## config.mk

```make
export PLATFORM = sky130hd
export DESIGN_NAME = lpm_seq
export DESIGN_NICKNAME = d
export VERILOG_FILES = /design/src/hw/lpm_seq_pkg.sv /design/src/hw/lpm_seq.sv
export SDC_FILE = /design/constraint.sdc
export NUM_CORES = 1
export LEC_CHECK = 0
export ABC_CLOCK_PERIOD_IN_PS = 7160
export BUFFER_PORTS_ARGS = -buffer_cell sky130_fd_sc_hd__buf_4
export CORE_UTILIZATION = 65
export DETAILED_ROUTE_END_ITERATION = 16
export PLACE_DENSITY = 0.85
export SLEW_MARGIN = 20
export SYNTH_ARGS = -nofsm -noshare
export SYNTH_HDL_FRONTEND = slang
export SYNTH_SLANG_ARGS = --single-unit
```

## constraint.sdc

```tcl
create_clock -name clk_sys -period 7.16 [get_ports clk_sys]
set_input_delay 1.432 -clock clk_sys [delete_from_list [all_inputs] [get_ports clk_sys]]
set_output_delay 1.432 -clock clk_sys [all_outputs]
set_load 0.02 [all_outputs]
```

## src/hw/lpm_seq_pkg.sv

```systemverilog
// Package for the standby/halt low-power sequencer: modes, timing counts, state.
// Assumes one 200 MHz system clock; oscillator cycles arrive as an enable pulse.
package lpm_seq_pkg;
  // ==========================================================
  // Timing
  localparam int unsigned CLK_PERIOD_NS = 5;
  localparam int unsigned XCLK_LOW_MIN_CYC = 32;
  localparam int unsigned XCLK_LOW_MAX_CYC = 45;
  localparam int unsigned XCLK_LOW_CYC = 36;
  localparam int unsigned FLUSH_CYC_SHORT = 16;
  localparam int unsigned FLUSH_CYC_MID = 32;
  localparam int unsigned FLUSH_CYC_LONG = 64;
  localparam int unsigned STBY_RESUME_RAM_CYC = 100;
  localparam int unsigned STBY_RESUME_SLEEP_CYC = 1125;
  localparam int unsigned HALT_RESUME_RAM_CYC = 35;
  localparam int unsigned HALT_RESUME_SLEEP_CYC = 1125;
  localparam int unsigned RESUME_RAM_USE_CYC = 20;
  localparam int unsigned RESUME_SLEEP_USE_CYC = 1000;
  localparam int unsigned PLL_LOCK_OSC_CYC = 131072;
  localparam int unsigned OSC_STARTUP_OSC_CYC = 1024;
  localparam int unsigned QUAL_BASE_OSC_CYC = 2;
  localparam int unsigned QUAL_W = 6;
  localparam int unsigned CNT_W = 18;

  // ==========================================================
  // Types
  typedef enum logic {
    MODE_STANDBY,
    MODE_HALT
  } lpm_mode_t;

  typedef enum logic [2:0] {
    ST_ACTIVE,
    ST_FLUSH,
    ST_STANDBY,
    ST_HALT,
    ST_OSC_WAIT,
    ST_PLL_LOCK,
    ST_RESUME
  } lpm_state_t;

  typedef struct packed {
    logic idle_req;
    lpm_mode_t mode;
    logic [1:0] clock_divider_select;
    logic qual_en;
    logic [QUAL_W-1:0] standby_wake_qual_count;
    logic flash_sleeping;
    logic crystal_source;
    logic wake_int_en;
  } lpm_ctrl_t;

  typedef struct packed {
    logic system_clock_en;
    logic periph_clock_en;
    logic pll_en;
    logic osc_en;
    logic external_clock_output_en;
    logic cpu_resume;
    logic wake_irq;
    logic in_lpm;
  } lpm_out_t;

  typedef struct packed {
    lpm_state_t st;
    lpm_mode_t mode;
    logic [CNT_W-1:0] cnt;
    logic [CNT_W-1:0] xcnt;
    logic [QUAL_W:0] qcnt;
    logic xclk_low;
    logic stby_wake;
    logic halt_wake;
    lpm_out_t o;
  } lpm_state_reg_t;
endpackage

```

## src/hw/lpm_seq.sv

```systemverilog
// Standby/halt low-power sequencer: entry flush, clock gating, wake and resume.
// Assumes idle_req is a one-cycle pulse from the CPU on clk_sys; wake pins are asynchronous.
`timescale 1ns/1ps
module lpm_seq
  import lpm_seq_pkg::*;
#(
  parameter int unsigned PLL_LOCK_CYC = PLL_LOCK_OSC_CYC,
  parameter int unsigned OSC_START_CYC = OSC_STARTUP_OSC_CYC
) (
  input wire logic clk_sys,
  input wire logic resetn,
  input wire logic osc_tick,
  input wire lpm_ctrl_t ctrl,
  input wire logic wake_n,
  input wire logic halt_wake_pin,
  output lpm_out_t status
);
  initial begin
    if (PLL_LOCK_CYC < 1 || PLL_LOCK_CYC >= (1 << CNT_W)) $error("PLL_LOCK_CYC out of range");
    if (OSC_START_CYC < 1 || OSC_START_CYC >= (1 << CNT_W)) $error("OSC_START_CYC out of range");
  end

  // ==========================================================
  // Pin synchronisers
  logic [1:0] wake_sync_q;
  logic [1:0] halt_sync_q;
  logic halt_prev_q;
  always_ff @(posedge clk_sys or negedge resetn) begin
    if (!resetn) begin
      wake_sync_q <= 2'h3;
      halt_sync_q <= 2'h3;
      halt_prev_q <= 1'b1;
    end else begin
      wake_sync_q <= {wake_sync_q[0], wake_n};
      halt_sync_q <= {halt_sync_q[0], halt_wake_pin};
      halt_prev_q <= halt_sync_q[1];
    end
  end
  logic wake_act;
  logic halt_fall;
  assign wake_act = ~wake_sync_q[1];
  assign halt_fall = halt_prev_q & ~halt_sync_q[1];

  // ==========================================================
  // Sequencer
  lpm_state_reg_t s_q;
  lpm_state_reg_t s_d;
  logic [CNT_W-1:0] flush_cyc;
  logic [CNT_W-1:0] resume_cyc;

  always_comb begin
    unique case (ctrl.clock_divider_select)
      2'h2: flush_cyc = CNT_W'(FLUSH_CYC_MID);
      2'h3: flush_cyc = CNT_W'(FLUSH_CYC_LONG);
      default: flush_cyc = CNT_W'(FLUSH_CYC_SHORT);
    endcase
    // Sleeping flash needs its pump restart; RAM resumes fast.
    resume_cyc = ctrl.flash_sleeping ? CNT_W'(RESUME_SLEEP_USE_CYC) : CNT_W'(RESUME_RAM_USE_CYC);
  end

  always_comb begin
    s_d = s_q;
    s_d.o.cpu_resume = 1'b0;
    s_d.o.wake_irq = 1'b0;
    // External clock output drops a fixed count after IDLE.
    if (s_q.st != ST_ACTIVE && !s_q.xclk_low) begin
      s_d.xcnt = s_q.xcnt + 1'b1;
      if (s_q.xcnt == CNT_W'(XCLK_LOW_CYC - 1)) begin
        s_d.xclk_low = 1'b1;
        s_d.o.external_clock_output_en = 1'b0;
      end
    end
    unique case (s_q.st)
      ST_ACTIVE: begin
        if (ctrl.idle_req) begin
          s_d.st = ST_FLUSH;
          s_d.mode = ctrl.mode;
          s_d.cnt = '0;
          s_d.xcnt = '0;
          s_d.xclk_low = 1'b0;
          s_d.o.in_lpm = 1'b1;
        end
      end
      ST_FLUSH: begin
        // Core clock keeps running so the pipeline drains.
        s_d.cnt = s_q.cnt + 1'b1;
        if (s_q.cnt == flush_cyc - 1'b1) begin
          s_d.cnt = '0;
          s_d.qcnt = '0;
          s_d.o.system_clock_en = 1'b0;
          s_d.o.periph_clock_en = 1'b0;
          if (s_q.mode == MODE_HALT) begin
            s_d.st = ST_HALT;
            s_d.o.pll_en = 1'b0;
            s_d.o.osc_en = ~ctrl.crystal_source;
          end else begin
            s_d.st = ST_STANDBY; // PLL stays on.
          end
        end
      end
      ST_STANDBY: begin
        // Wake counted in oscillator ticks; a glitch resets the count.
        if (!wake_act) begin
          s_d.qcnt = '0;
        end else if (osc_tick && s_q.qcnt != {1'b1, {QUAL_W{1'b1}}}) begin
          s_d.qcnt = s_q.qcnt + 1'b1;
        end
        if (wake_act && (!ctrl.qual_en ||
            s_q.qcnt >= (QUAL_W + 1)'(QUAL_BASE_OSC_CYC) + {1'b0, ctrl.standby_wake_qual_count})) begin
          s_d.st = ST_RESUME;
          s_d.cnt = '0;
          s_d.stby_wake = 1'b1;
        end
      end
      ST_HALT: begin
        if (halt_fall) begin
          s_d.st = ST_OSC_WAIT;
          s_d.o.osc_en = 1'b1;
          s_d.cnt = '0;
        end
      end
      ST_OSC_WAIT: begin
        if (osc_tick) begin
          s_d.cnt = s_q.cnt + 1'b1;
          if (s_q.cnt == CNT_W'(OSC_START_CYC - 1)) begin
            s_d.st = ST_PLL_LOCK;
            s_d.cnt = '0;
            s_d.o.pll_en = 1'b1;
          end
        end
      end
      ST_PLL_LOCK: begin
        // Full lock wait even when PLL bypassed.
        if (osc_tick) begin
          s_d.cnt = s_q.cnt + 1'b1;
          if (s_q.cnt == CNT_W'(PLL_LOCK_CYC - 1)) begin
            s_d.st = ST_RESUME;
            s_d.cnt = '0;
            s_d.halt_wake = 1'b1;
          end
        end
      end
      ST_RESUME: begin
        s_d.cnt = s_q.cnt + 1'b1;
        if (s_q.cnt == '0) begin
          s_d.o.system_clock_en = 1'b1;
          s_d.o.periph_clock_en = 1'b1;
          s_d.o.external_clock_output_en = 1'b1;
        end
        if (s_q.cnt == resume_cyc - 1'b1) begin
          s_d.st = ST_ACTIVE;
          s_d.o.cpu_resume = 1'b1;
          s_d.o.wake_irq = ctrl.wake_int_en;
          s_d.o.in_lpm = 1'b0;
          s_d.stby_wake = 1'b0;
          s_d.halt_wake = 1'b0;
          s_d.xclk_low = 1'b1;
        end
      end
      default: s_d.st = ST_ACTIVE;
    endcase
  end

  always_ff @(posedge clk_sys or negedge resetn) begin
    if (!resetn) begin
      s_q <= '{st: ST_ACTIVE, mode: MODE_STANDBY, cnt: '0, xcnt: '0, qcnt: '0,
               xclk_low: 1'b1, stby_wake: 1'b0, halt_wake: 1'b0,
               o: '{system_clock_en: 1'b1, periph_clock_en: 1'b1, pll_en: 1'b1, osc_en: 1'b1,
                    external_clock_output_en: 1'b1, cpu_resume: 1'b0, wake_irq: 1'b0,
                    in_lpm: 1'b0}};
    end else begin
      s_q <= s_d;
    end
  end
  assign status = s_q.o;

  // ==========================================================
  // Checks
  a_xclk_low_window: assert property (@(posedge clk_sys) disable iff (!resetn)
    (s_q.st == ST_ACTIVE && ctrl.idle_req) |-> ##[32:45] !status.external_clock_output_en)
    else $error("external clock output not low in window");
  a_standby_pll_on: assert property (@(posedge clk_sys) disable iff (!resetn)
    (s_q.st == ST_STANDBY) |-> (status.pll_en && !status.periph_clock_en))
    else $error("standby clock gating wrong");
  a_halt_pll_off: assert property (@(posedge clk_sys) disable iff (!resetn)
    (s_q.st == ST_HALT) |-> (!status.pll_en && !status.periph_clock_en && !status.system_clock_en))
    else $error("halt clock gating wrong");
  a_flush_clock_held: assert property (@(posedge clk_sys) disable iff (!resetn)
    (s_q.st == ST_ACTIVE && ctrl.idle_req && ctrl.clock_divider_select == 2'h0) |=>
      status.system_clock_en [*8])
    else $error("system clock stopped early");
  a_halt_wake_osc: assert property (@(posedge clk_sys) disable iff (!resetn)
    (s_q.st == ST_HALT && halt_fall) |=> (status.osc_en && s_q.st == ST_OSC_WAIT))
    else $error("halt wake did not start oscillator");
  a_stby_resume_time: assert property (@(posedge clk_sys) disable iff (!resetn)
    (s_q.st == ST_STANDBY && s_d.st == ST_RESUME && !ctrl.flash_sleeping) |-> ##[1:100] status.cpu_resume)
    else $error("standby resume too late");
  a_halt_resume_time: assert property (@(posedge clk_sys) disable iff (!resetn)
    (s_q.st == ST_PLL_LOCK && s_d.st == ST_RESUME && !ctrl.flash_sleeping) |-> ##[1:35] status.cpu_resume)
    else $error("halt resume too late");
  a_irq_gated: assert property (@(posedge clk_sys) disable iff (!resetn)
    status.wake_irq |-> (status.cpu_resume && $past(ctrl.wake_int_en)))
    else $error("wake interrupt without enable");
  a_lock_before_resume: assert property (@(posedge clk_sys) disable iff (!resetn)
    (s_q.st == ST_PLL_LOCK) |=> (s_q.st == ST_PLL_LOCK || s_q.st == ST_RESUME))
    else $error("PLL lock wait left wrongly");
  a_clocks_back: assert property (@(posedge clk_sys) disable iff (!resetn)
    status.cpu_resume |-> (status.system_clock_en && status.periph_clock_en))
    else $error("resume with clocks gated");

  c_standby_cycle: cover property (@(posedge clk_sys) disable iff (!resetn)
    s_q.stby_wake && status.cpu_resume);
  c_halt_cycle: cover property (@(posedge clk_sys) disable iff (!resetn)
    s_q.halt_wake && status.cpu_resume);
  c_irq: cover property (@(posedge clk_sys) disable iff (!resetn) status.wake_irq);
endmodule

```

### Yosys cells after proc, flatten, opt, wreduce, memory -nomap -nowiden

Index checks and enable logic that the tools add are counted.

* bits of input ports: 19
* output and inout port bits: 8
* logic and storage cells: 125
* register bits after elaboration: 61

* order comparisons: 1
* muxes and demuxes: 48
* bitwise operators: 4
* reduce and logical (&&, ||, !) cells: 23
* $add $sub $neg: 6
* equal/unequal tests: 26

Operator list (count)
* two-way mux 18 bit: 9
* case mux 18 bit (7 select lines): 1
* two-way mux 40 bit: 1
* adder 18 x 1 -> 18 bit (second input constant): 2
* == test 18 bit: 2
* two-way mux 3 bit: 11
* case mux 7 bit (2 select lines): 2
* inequality test 2 bit (second input constant): 11
* two-way mux 7 bit: 3
* case mux 3 bit (7 select lines): 1
* == test 18 x 10 -> 1 bit (second input constant): 1
* == test 18 x 17 -> 1 bit (second input constant): 1
* == test 18 x 6 -> 1 bit (second input constant): 1
* logical NOT 18 bit: 1
* subtractor 18 x 1 -> 18 bit (second input constant): 1
* two-way mux 1 bit: 11
* subtractor 10 x 1 -> 11 bit (second input constant): 1
* two-way mux 10 bit: 1
* nonzero test 2 bit: 5
* == test 3 bit (second input constant): 3
* AND reduction 3 bit: 3
* AND reduction 9 bit: 1
* case mux 1 bit (2 select lines): 4
* adder 2 x 6 -> 7 bit (first input constant): 1
* 22 further kinds: 30

### Depth between registers and ports, before layout

Gate-level depths: netlist (run 1).

* word-level depth: 6
* gate-level depth with buffers: 11
* mapped depth without buffers: 10

### Worst setup path before layout (run 1)

Ideal clock, no wire load.

* kind: input to register
* from: input port ctrl[4] (netlist name)
* to: register s_q[48] (netlist name)
* setup slack: 3.683 ns
* arrival: 3.355 ns
* path buffers: 1
* cell stages on the path: 11
* setup time: 0.122 ns
* data required time: 7.038 ns
* path through: ha_1 > nand3_1 > xor2_1 > ha_1 > a21o_1 > nand2_1 > a41o_1 > a21oi_1 > clkbuf_1 > o21ai_0 > a32o_1

* cells in the longest elaborated chain, start to end: 6

Ends and longest elaborated chain
* start, declared: RTL line lpm_seq.sv:13 `input wire lpm_ctrl_t ctrl,`
* adder 2 x 6 -> 7 bit: RTL line lpm_seq.sv:109 `s_q.qcnt >= (QUAL_W + 1)'(QUAL_BASE_OSC_CYC) + {1'b0, ctrl.standby_wake_qual_count})) begin`
* greater-or-equal comparator 7 bit: RTL line lpm_seq.sv:109
* logical OR 1 bit: RTL line lpm_seq.sv:108 `if (wake_act && (!ctrl.qual_en ||`
* logical AND 1 bit: RTL line lpm_seq.sv:108
* inequality test 2 bit (no source line)
* AND reduction 6 bit (no source line)
* end signal, assigned: RTL line lpm_seq.sv:166 `s_q <= '{st: ST_ACTIVE, mode: MODE_STANDBY, cnt: '0, xcnt: '0, qcnt: '0,`
* end, declared: RTL line lpm_seq.sv:46 `lpm_state_reg_t s_q;`

Every way passes these cells.
A chain may end at the register's enable or synchronous reset.

### Worst setup path in the final report (run 1)

* from: input port ctrl[4] (netlist name)
* to: register s_q[51] (netlist name)

Same word-level chain as after synthesis.

==> flow_summary.yaml, run 1 <==
worst_setup_path:
  path_class: "primary input to flip-flop"
  cp.required_ns: 7.38
  cp.arrival_ns: 3.78
  r2r-start: "s_q[36]"
  worst-path-max-fanout: 17
  cp_cell_sequence: "buf_4 > ha_1 > nand3_1 > xor2_1 > ha_1 > a21o_1 > nand2_1 > a41o_1 > a21oi_2 > o21ai_0 > a22o_1"
  reg2reg_depth: 7
  cp-end-kind: "flip-flop"
  worstSetupStartpoint: "ctrl[4]"
  cpMostUsedCell: "ha_1"
  r2r_slack_ns: 4.31
  path_buf_inv: 1
  cp.depth: 11
  max_stage_delay_ns: 0.57
  crit_family: "compound AO/OA/AOI/OAI gates"
  regToRegEndpoint: "s_q[36]"
  slowest_stage: "a21oi_2"
  crit_path_end: "s_q[51]"
  start_kind: "primary input"
pwr:
  vdd_ir_drop_max_mv: 0.230
  p_per_area_nw_per_um2: 328
  p_leak_nw: 1.78
timing:
  finClkSkew_ns: 0.0127
  grt_setup_unrepaired: "no"
  finalSetupViolCount: 0
  worst_slack_ns: 3.60
  post-route-period-util_pct: 49.7
  slew_headroom_pct: 44.4
  drv_slew: 0
  hold_viol: 0
  period_minus_slack_ns: 3.56
  setup_tns_ns: 0
  fmax_ghz: 0.281
  tightest_slew_ns: 0.827
die:
  row_count: 26
  start_util_pct: 68.1
  die_area_um2: 5680
  ios: 27
  fp.dieW_um: 75.4
  core_um2: 5140
  die_h_um: 75.4
clock_tree:
  cts.path.max_buffers: 2
  clkTransAtPathRegs_ns: 0.07
  cts_setup_buffers: 0
  clkLatencyLatePin_ns: 0.34
  numCtsBuffers: 9
  htree_levels: 3
  clock-sinks: 60
  cts_tree: "yes"
  cts_resized: 0
  postCtsHoldBufs: 0
  cts_root_buf: "clkbuf_8"
detailed_routing:
  drt_wl_total_mm: 7.73
  drt_iter0_markers: 369
  drc: 0
  viasPerCell: 6.31
  wire_per_inst_um: 16.3
  vias: 2992
  ant_nets: 0
  firstDrtPassIters: 5
global_route:
  grt_max_degree: 61
  busiest_layer: "met2"
  grt_pass1_wl_mm: 12.7
  grtUsageTotal_pct: 30.1
  grtUsageMet1_pct: 40.9
  met3_usage_pct: 4.63
  met2_usage_pct: 48.6
  antenna_found_initial: 0
  grt_overflow: 0
  grt_pass1_vias: 2713
layout:
  syn_to_final_growth_pct: 12.6
  multi_input_area_um2: 1820
  drive_above_1_share_pct: 15.6
  fin_cells: 474
  utilization_pct: 76.7
  most-common-layout-cells: "dfrtp_1 (50), nor2_1 (39), o21ai_0 (33)"
  layout_commonest_cell: "dfrtp_1"
  num_antenna_cells: 0
  final_nets: 430
  regArea_um2: 1510
  fillers: 360
synthesis:
  synth_edf_count: 0
  yosysSeqAreaShare_pct: 43.3
  syn_nets: 414
  netlist_area_um2: 3500
  yosys_most_used_dff: "dfrtp_1"
  synth-async-reset-ratio_pct: 100
  yosys_warnings: 0
  postSynthRegisterBits: 60
  post_synth_num_cell_types: 52
  syn_avg_cell_area_um2: 9.14
  netlist_instances: 383
placed_design:
  dp_cells: 458
  gp_congestion: 0.851
  hpwl_mm: 5.19
  pre_cts_ws_ns: 2.94
  port_buffers: 26
job:
  drv_cap: 0
run_status:
  status: "complete, no violations"
min_path:
  hp-class: "flip-flop to flip-flop"
==> sequential cells by signal (all words and copies together) (netlist names) <==
name / count
halt_prev_q: 1
halt_sync_q: 2
s_q: 48
status: 7
wake_sync_q: 2
==> worst register-to-register path: cells and delay by family, from the launching register on <==
kind,cells,cell delay [ns]
simple gates,3,1.06
fa+ha+maj,1,0.25
flops,1,0.39
compound gates,2,0.72
mux,1,0.32
==> cell families after synthesis <==
group / synth area share, %
compound gates: 16.3
xor+xnor: 5.01
fa+ha+maj: 4.29
buf+inv: 4.76
flops: 43.3
mux: 1.29
simple gates: 25.1
==> final cells by class <==
cell class,instances,area share (%)
multi-input cells,290,46.3
inverters,12,1.14
clock inverters,4,3.05
clock buffers,12,3.94
flip-flops and latches,60,38.4
well taps,70,2.22
repair buffers,26,4.95
==> routing by layer <==
metal,routed length [um],vias up
met5,0,-
met4,150,0
met3,410,15
met2,3760,107
met1,3410,1465
li1,-,1405
==> cells in the mapped netlist, drive strengths merged, types with 2 or more instances <==
cell | count | share of area (%)
or4 | 2 | 0.54
mux2 | 4 | 1.3
xnor2 | 11 | 2.8
nor3b | 2 | 0.43
a31oi | 3 | 0.54
ha | 12 | 4.3
and3 | 9 | 1.6
nand3b | 2 | 0.43
o31ai | 2 | 0.43
a211o | 2 | 0.50
o22ai | 2 | 0.36
nand3 | 20 | 2.9
nor2 | 40 | 4.4
inv | 12 | 1.3
and2 | 5 | 0.89
dfrtp | 50 | 36
xor2 | 9 | 2.3
o31a | 2 | 0.50
o21ai | 33 | 4.7
and4 | 6 | 1.5
nor3 | 14 | 2.0
a21oi | 12 | 2.0
buf | 13 | 2.6
dfstp | 10 | 7.5
nand2 | 30 | 3.2
nor4 | 10 | 2.1
a21boi | 2 | 0.43
nand4 | 8 | 1.4
nor2b | 8 | 1.4
or3 | 4 | 0.71
a21o | 4 | 0.86
a22o | 14 | 3.5
clkbuf | 8 | 0.86
nand2b | 6 | 1.1
==> through the flow <==
step,hold slack (ns),cell area (um2),power (mW)
6_report,0.357,3940,1.29
4_1_cts,0.359,3940,1.29
3_3_place_gp,0.346,3660,0.849
5_1_grt,0.365,3940,1.37
3_5_place_dp,0.349,3660,0.865
2_1_floorplan,0.345,3500,0.777
==> power breakdown <==
group / internal, mW / total [mW] / switching [mW]
registers: 0.390 / 0.457 / 0.0673
logic: 0.159 / 0.415 / 0.256
clock network: 0.286 / 0.422 / 0.136
==> worst min path at each step <==
stage | slack (ns) | startpoint | to | cells after the start
6_report | 0.36 | halt_sync_q[0] | halt_sync_q[1] | 0
2_1_floorplan | 0.35 | halt_sync_q[0] | halt_sync_q[1] | 0
3_3_place_gp | 0.35 | halt_sync_q[0] | halt_sync_q[1] | 0
5_1_grt | 0.36 | halt_sync_q[0] | halt_sync_q[1] | 0
4_1_cts | 0.36 | halt_sync_q[0] | halt_sync_q[1] | 0
3_5_place_dp | 0.35 | halt_sync_q[0] | halt_sync_q[1] | 0
Power figures use the tool's default switching activity.
==> inputs of run 2 (changes only) <==
--- a/config.mk
+++ b/config.mk
@@ -5,11 +5,11 @@
 export SDC_FILE = /design/constraint.sdc
 export NUM_CORES = 1
 export LEC_CHECK = 0
-export ABC_CLOCK_PERIOD_IN_PS = 7160
+export ABC_CLOCK_PERIOD_IN_PS = 2900
 export BUFFER_PORTS_ARGS = -buffer_cell sky130_fd_sc_hd__buf_4
-export CORE_UTILIZATION = 65
+export CORE_UTILIZATION = 54
 export DETAILED_ROUTE_END_ITERATION = 16
-export PLACE_DENSITY = 0.85
+export PLACE_DENSITY = 0.76
 export SLEW_MARGIN = 20
 export SYNTH_ARGS = -nofsm -noshare
 export SYNTH_HDL_FRONTEND = slang
==> constraint.sdc (replaced) <==
create_clock -name clk_sys -period 2.9 [get_ports clk_sys]
set_input_delay 0.58 -clock clk_sys [delete_from_list [all_inputs] [get_ports clk_sys]]
set_output_delay 0.58 -clock clk_sys [all_outputs]
set_load 0.02 [all_outputs]
==> run 2 against run 1 <==
  * Register-to-register slack worse by 4.0 ns
  * Global-route usage is 6.2 points lower
  * Via count is 3.7% lower
  * Clock-buffer cell count is 3 lower
  * First-iteration DRC count is 64% lower
  * Critical path type is now flip-flop to flip-flop
==> flow_summary.yaml, run 2 (synthesized netlist as in run 1, its figures left out) <==
min_path:
  hp-class: "primary input to async pin"
detailed_routing:
  drt_wl_total_mm: 7.36
  dr_wl_met2_mm: 3.36
  ant_nets: 0
  drt-met1-wl_mm: 3.60
  firstDrtPassIters: 4
  drc: 0
  wl_met3_um: 271
  viasPerCell: 5.94
  drt_iter0_markers: 134
  wire_per_inst_um: 15.2
  dr.max_layer_used: "met4"
  vias: 2881
die:
  fp.dieW_um: 82.5
  row_count: 28
  ios: 27
  die_area_um2: 6810
  start_util_pct: 57.4
  die_h_um: 82.5
  core_um2: 6100
worst_setup_path:
  cp_cell_sequence: "nor4_2 > nand3_1 > or4_4 > a21oi_4 > buf_4 > o21ai_0 > a22o_1"
  path_buf_inv: 1
  max_stage_delay_ns: 0.57
  cp.required_ns: 3.13
  worst-path-max-fanout: 9
  cp-end-kind: "flip-flop"
  crit_family: "simple AND/OR/NAND/NOR gates"
  path_class: "flip-flop to flip-flop"
  cp.arrival_ns: 2.81
  slowest_stage: "or4_4"
  start_kind: "flip-flop"
timing:
  fmax_ghz: 0.387
  period_minus_slack_ns: 2.58
  grt_setup_unrepaired: "no"
  tightest_slew_ns: 0.755
  finalSetupViolCount: 0
  drv_slew: 0
  setup_tns_ns: 0
  finClkSkew_ns: 0.0118
  hold_viol: 0
  post-route-period-util_pct: 89.1
  slew_headroom_pct: 49.6
job:
  drv_cap: 0
clock_tree:
  cts_root_buf: "clkbuf_8"
  cts_setup_buffers: 0
  cts_resized: 0
  postCtsHoldBufs: 0
  clock-sinks: 60
  cts.path.max_buffers: 2
  htree_levels: 3
  cts_tree: "yes"
  clkLatencyLatePin_ns: 0.35
  clkTransAtPathRegs_ns: 0.08
  numCtsBuffers: 9
layout:
  layout_commonest_cell: "dfrtp_1"
  drive_above_1_share_pct: 16.8
  final_nets: 436
  largest_reg_flops: 48
  num_antenna_cells: 0
  syn_to_final_growth_pct: 13.2
  top_register: "s_q"
  most-common-layout-cells: "dfrtp_1 (50), nor2_1 (39), o21ai_0 (33)"
pwr:
  p_clk_share_pct: 30.1
  p_comb_share_pct: 34.2
  vdd_ir_drop_max_mv: 0.462
  swShare_pct: 36.8
  p_leak_nw: 1.79
  p_sw_mw: 1.15
  seqPwrFrac_pct: 35.8
  internal_power_mw: 1.98
  p_per_area_nw_per_um2: 792
  p_total_mw: 3.14
global_route:
  antenna_found_initial: 0
  grt_pass1_vias: 2613
  grt_overflow: 0
  grtUsageTotal_pct: 23.9
  grt_max_degree: 61
  grt_pass1_wl_mm: 12.2
run_status:
  status: "complete, no violations"
placed_design:
  hpwl_mm: 5.09
  port_buffers: 26
  gp_congestion: 0.847
[run 2: worst paths after layout]
path                                  endpoint           start  slack, ns  cells after the start
worst max-delay path                   s_q[49]         s_q[46]       0.32                      7
worst min-delay path                   s_q[13]          resetn       0.29                      1
worst max register to register         s_q[49]         s_q[46]       0.32                      7
worst min register to register  wake_sync_q[1]  wake_sync_q[0]       0.36                      0
max in group asynchronous              s_q[51]          resetn       2.10                      1
min in group clk_sys            halt_sync_q[0]   halt_wake_pin       0.35                      1
[run 2: layer usage]
| metal | global-route usage (%) | vias to the layer above |
|---|---|---|
| li1 | - | 1428 |
| met1 | 33.8 | 1384 |
| met2 | 36.0 | 57 |
| met3 | 4.18 | 12 |
| met4 | 10.3 | 0 |
| met5 | 0 | - |
[run 2: through the flow]
stage	cells	hold slack, ns	instance area (um2)	util [%]	worst slack, ns
final	485	0.290	3960	65.0	0.317
after global routing	485	0.339	3960	65.0	0.162
after CTS	485	0.329	3960	65.0	0.339
after detailed placement	469	0.347	3710	60.9	0.0348
after global placement	469	0.347	3710	60.9	0.108
after floorplan	383	0.284	3500	-	0.275
[run 2: final cells by class]
| cell class | count | area (um2) |
|---|---|---|
| fill | 509 | 2130 |
| clock inverter | 7 | 125 |
| multi-input combinational | 290 | 1820 |
| sequential | 60 | 1510 |
| timing repair buffer | 32 | 240 |
| inverter | 12 | 45.0 |
| clock buffer | 9 | 124 |
| tap | 75 | 93.8 |
[run 2: power by group through the flow]
stage	sequential (mW)	combinational, mW	clock [mW]
after floorplan	1.05	0.866	0
after global placement	1.13	1.05	0
after detailed placement	1.13	1.08	0
after CTS	1.12	1.08	0.950
after global routing	1.14	1.20	0.987
final	1.12	1.07	0.943
==> inputs of run 3 (changes only) <==
--- a/config.mk
+++ b/config.mk
@@ -7,9 +7,10 @@
 export LEC_CHECK = 0
 export ABC_CLOCK_PERIOD_IN_PS = 2900
 export BUFFER_PORTS_ARGS = -buffer_cell sky130_fd_sc_hd__buf_4
-export CORE_UTILIZATION = 54
+export CORE_UTILIZATION = 56
+export CTS_BUF_LIST = sky130_fd_sc_hd__clkbuf_8
 export DETAILED_ROUTE_END_ITERATION = 16
-export PLACE_DENSITY = 0.76
+export PLACE_DENSITY = 0.78
 export SLEW_MARGIN = 20
 export SYNTH_ARGS = -nofsm -noshare
 export SYNTH_HDL_FRONTEND = slang
==> run 3 against run 2 <==
  * Sequential share of layout area is 0.54 points higher
  * Clock power is 22% lower
  * Clock skew is 0.0015 ns lower
  * Sequential power hardly changed
  * Highest routed layer unchanged
  * Flip-flop and latch count stayed put
==> flow_summary.yaml, run 3 (synthesized netlist as in run 1, its figures left out) <==
layout:
  layout_commonest_cell: "dfrtp_1"
  most-common-layout-cells: "dfrtp_1 (50), nor2_1 (39), o21ai_0 (33)"
  top_register: "s_q"
  final_nets: 436
  largest_reg_flops: 48
  num_antenna_cells: 0
  syn_to_final_growth_pct: 11.6
  drive_above_1_share_pct: 16.3
  utilization_pct: 65.2
timing:
  slew_headroom_pct: 50.7
  drv_slew: 0
  period_minus_slack_ns: 2.59
  tightest_slew_ns: 0.739
  finClkSkew_ns: 0.0102
  fmax_ghz: 0.386
  hold_viol: 0
  grt_setup_unrepaired: "no"
  finalSetupViolCount: 0
  post-route-period-util_pct: 89.4
clock_tree:
  clock-sinks: 60
  numCtsBuffers: 9
  postCtsHoldBufs: 0
  cts_resized: 0
  cts_root_buf: "clkbuf_8"
  clkTransAtPathRegs_ns: 0.07
  cts_setup_buffers: 0
  clkLatencyLatePin_ns: 0.33
  cts.path.max_buffers: 2
  cts_tree: "yes"
  htree_levels: 3
pwr:
  p_total_mw: 2.93
  vdd_ir_drop_max_mv: 0.512
  p_leak_nw: 1.78
  p_per_area_nw_per_um2: 751
placed_design:
  gp_congestion: 0.878
  port_buffers: 26
  hpwl_mm: 5.17
detailed_routing:
  drt_iter0_markers: 206
  drt_wl_total_mm: 7.28
  viasPerCell: 5.96
  wire_per_inst_um: 15.0
  ant_nets: 0
  vias: 2890
  firstDrtPassIters: 4
  drc: 0
die:
  start_util_pct: 58.4
  ios: 27
  die_h_um: 81.1
  row_count: 28
  die_area_um2: 6570
  fp.dieW_um: 81.1
  core_um2: 5990
global_route:
  antenna_found_initial: 0
  grt_pass1_wl_mm: 12.4
  grt_pass1_vias: 2776
  grt_overflow: 0
  grt_max_degree: 61
  grtUsageTotal_pct: 24.8
worst_setup_path:
  worst-path-max-fanout: 14
  start_kind: "primary input"
  path_class: "primary input to flip-flop"
  cp.required_ns: 3.17
  reg2reg_depth: 7
  r2r-start: "s_q[42]"
  regToRegEndpoint: "s_q[49]"
  r2r_slack_ns: 0.38
  cp-end-kind: "flip-flop"
  cp.arrival_ns: 2.86
job:
  drv_cap: 0
run_status:
  status: "complete, no violations"
min_path:
  hp-class: "primary input to async pin"
[run 3: layout make-up]
class                   instances  area (um2)
fillers                       494        2080
multi-input cells             290        1820
flip-flops and latches         60        1510
repair buffers                 32         240
clock buffers                  10         138
well taps                      75        93.8
clock inverters                 6        56.3
inverters                      12        45.0
[run 3: how the worst max path moves through the flow]
stage          startpoint      end  depth (start not counted)  slack (ns)
2_1_floorplan     ctrl[4]  s_q[48]                         11        0.28
3_3_place_gp      ctrl[4]  s_q[36]                         11        0.02
3_5_place_dp      ctrl[4]  s_q[36]                         11       -0.02
4_1_cts           ctrl[4]  s_q[36]                         11        0.33
5_1_grt           ctrl[4]  s_q[36]                         11        0.17
6_report          ctrl[4]  s_q[36]                         11        0.31
[run 3: metal layers]
| metal | vias to the layer above | wire [um] | GRT usage [%] |
|---|---|---|---|
| met4 | 0 | 138 | 12.7 |
| met5 | - | 0 | 0 |
| li1 | 1428 | - | - |
| met2 | 55 | 3470 | 39.5 |
| met1 | 1395 | 3430 | 32.4 |
| met3 | 12 | 247 | 4.49 |
[run 3: stage by stage]
| step | setup slack, ns | hold WS, ns | TNS [ns] | instances | instance area [um2] |
|---|---|---|---|---|---|
| final | 0.307 | 0.296 | 0 | 485 | 3910 |
| after global routing | 0.165 | 0.329 | 0 | 485 | 3910 |
| after CTS | 0.330 | 0.328 | 0 | 485 | 3910 |
| after detailed placement | -0.0179 | 0.350 | -0.0254 | 469 | 3710 |
| after global placement | 0.0176 | 0.346 | 0 | 469 | 3710 |
| after floorplan | 0.275 | 0.284 | 0 | 383 | 3500 |
[run 3: where the power goes]
part	switching, mW	internal (mW)
Combinational	0.625	0.440
Clock	0.323	0.412
Sequential	0.171	0.962
Total	1.12	1.81
[run 3: worst max-delay path, stage by stage]
cell and delay, ns:
buf_4 0.09, ha_1 0.17, nand3_1 0.09, xor2_1 0.15, ha_1 0.30, a21o_1 0.12, nand2_1 0.05, a41o_1 0.25
a21o_1 0.25, nor2_2 0.53, mux2_2 0.27
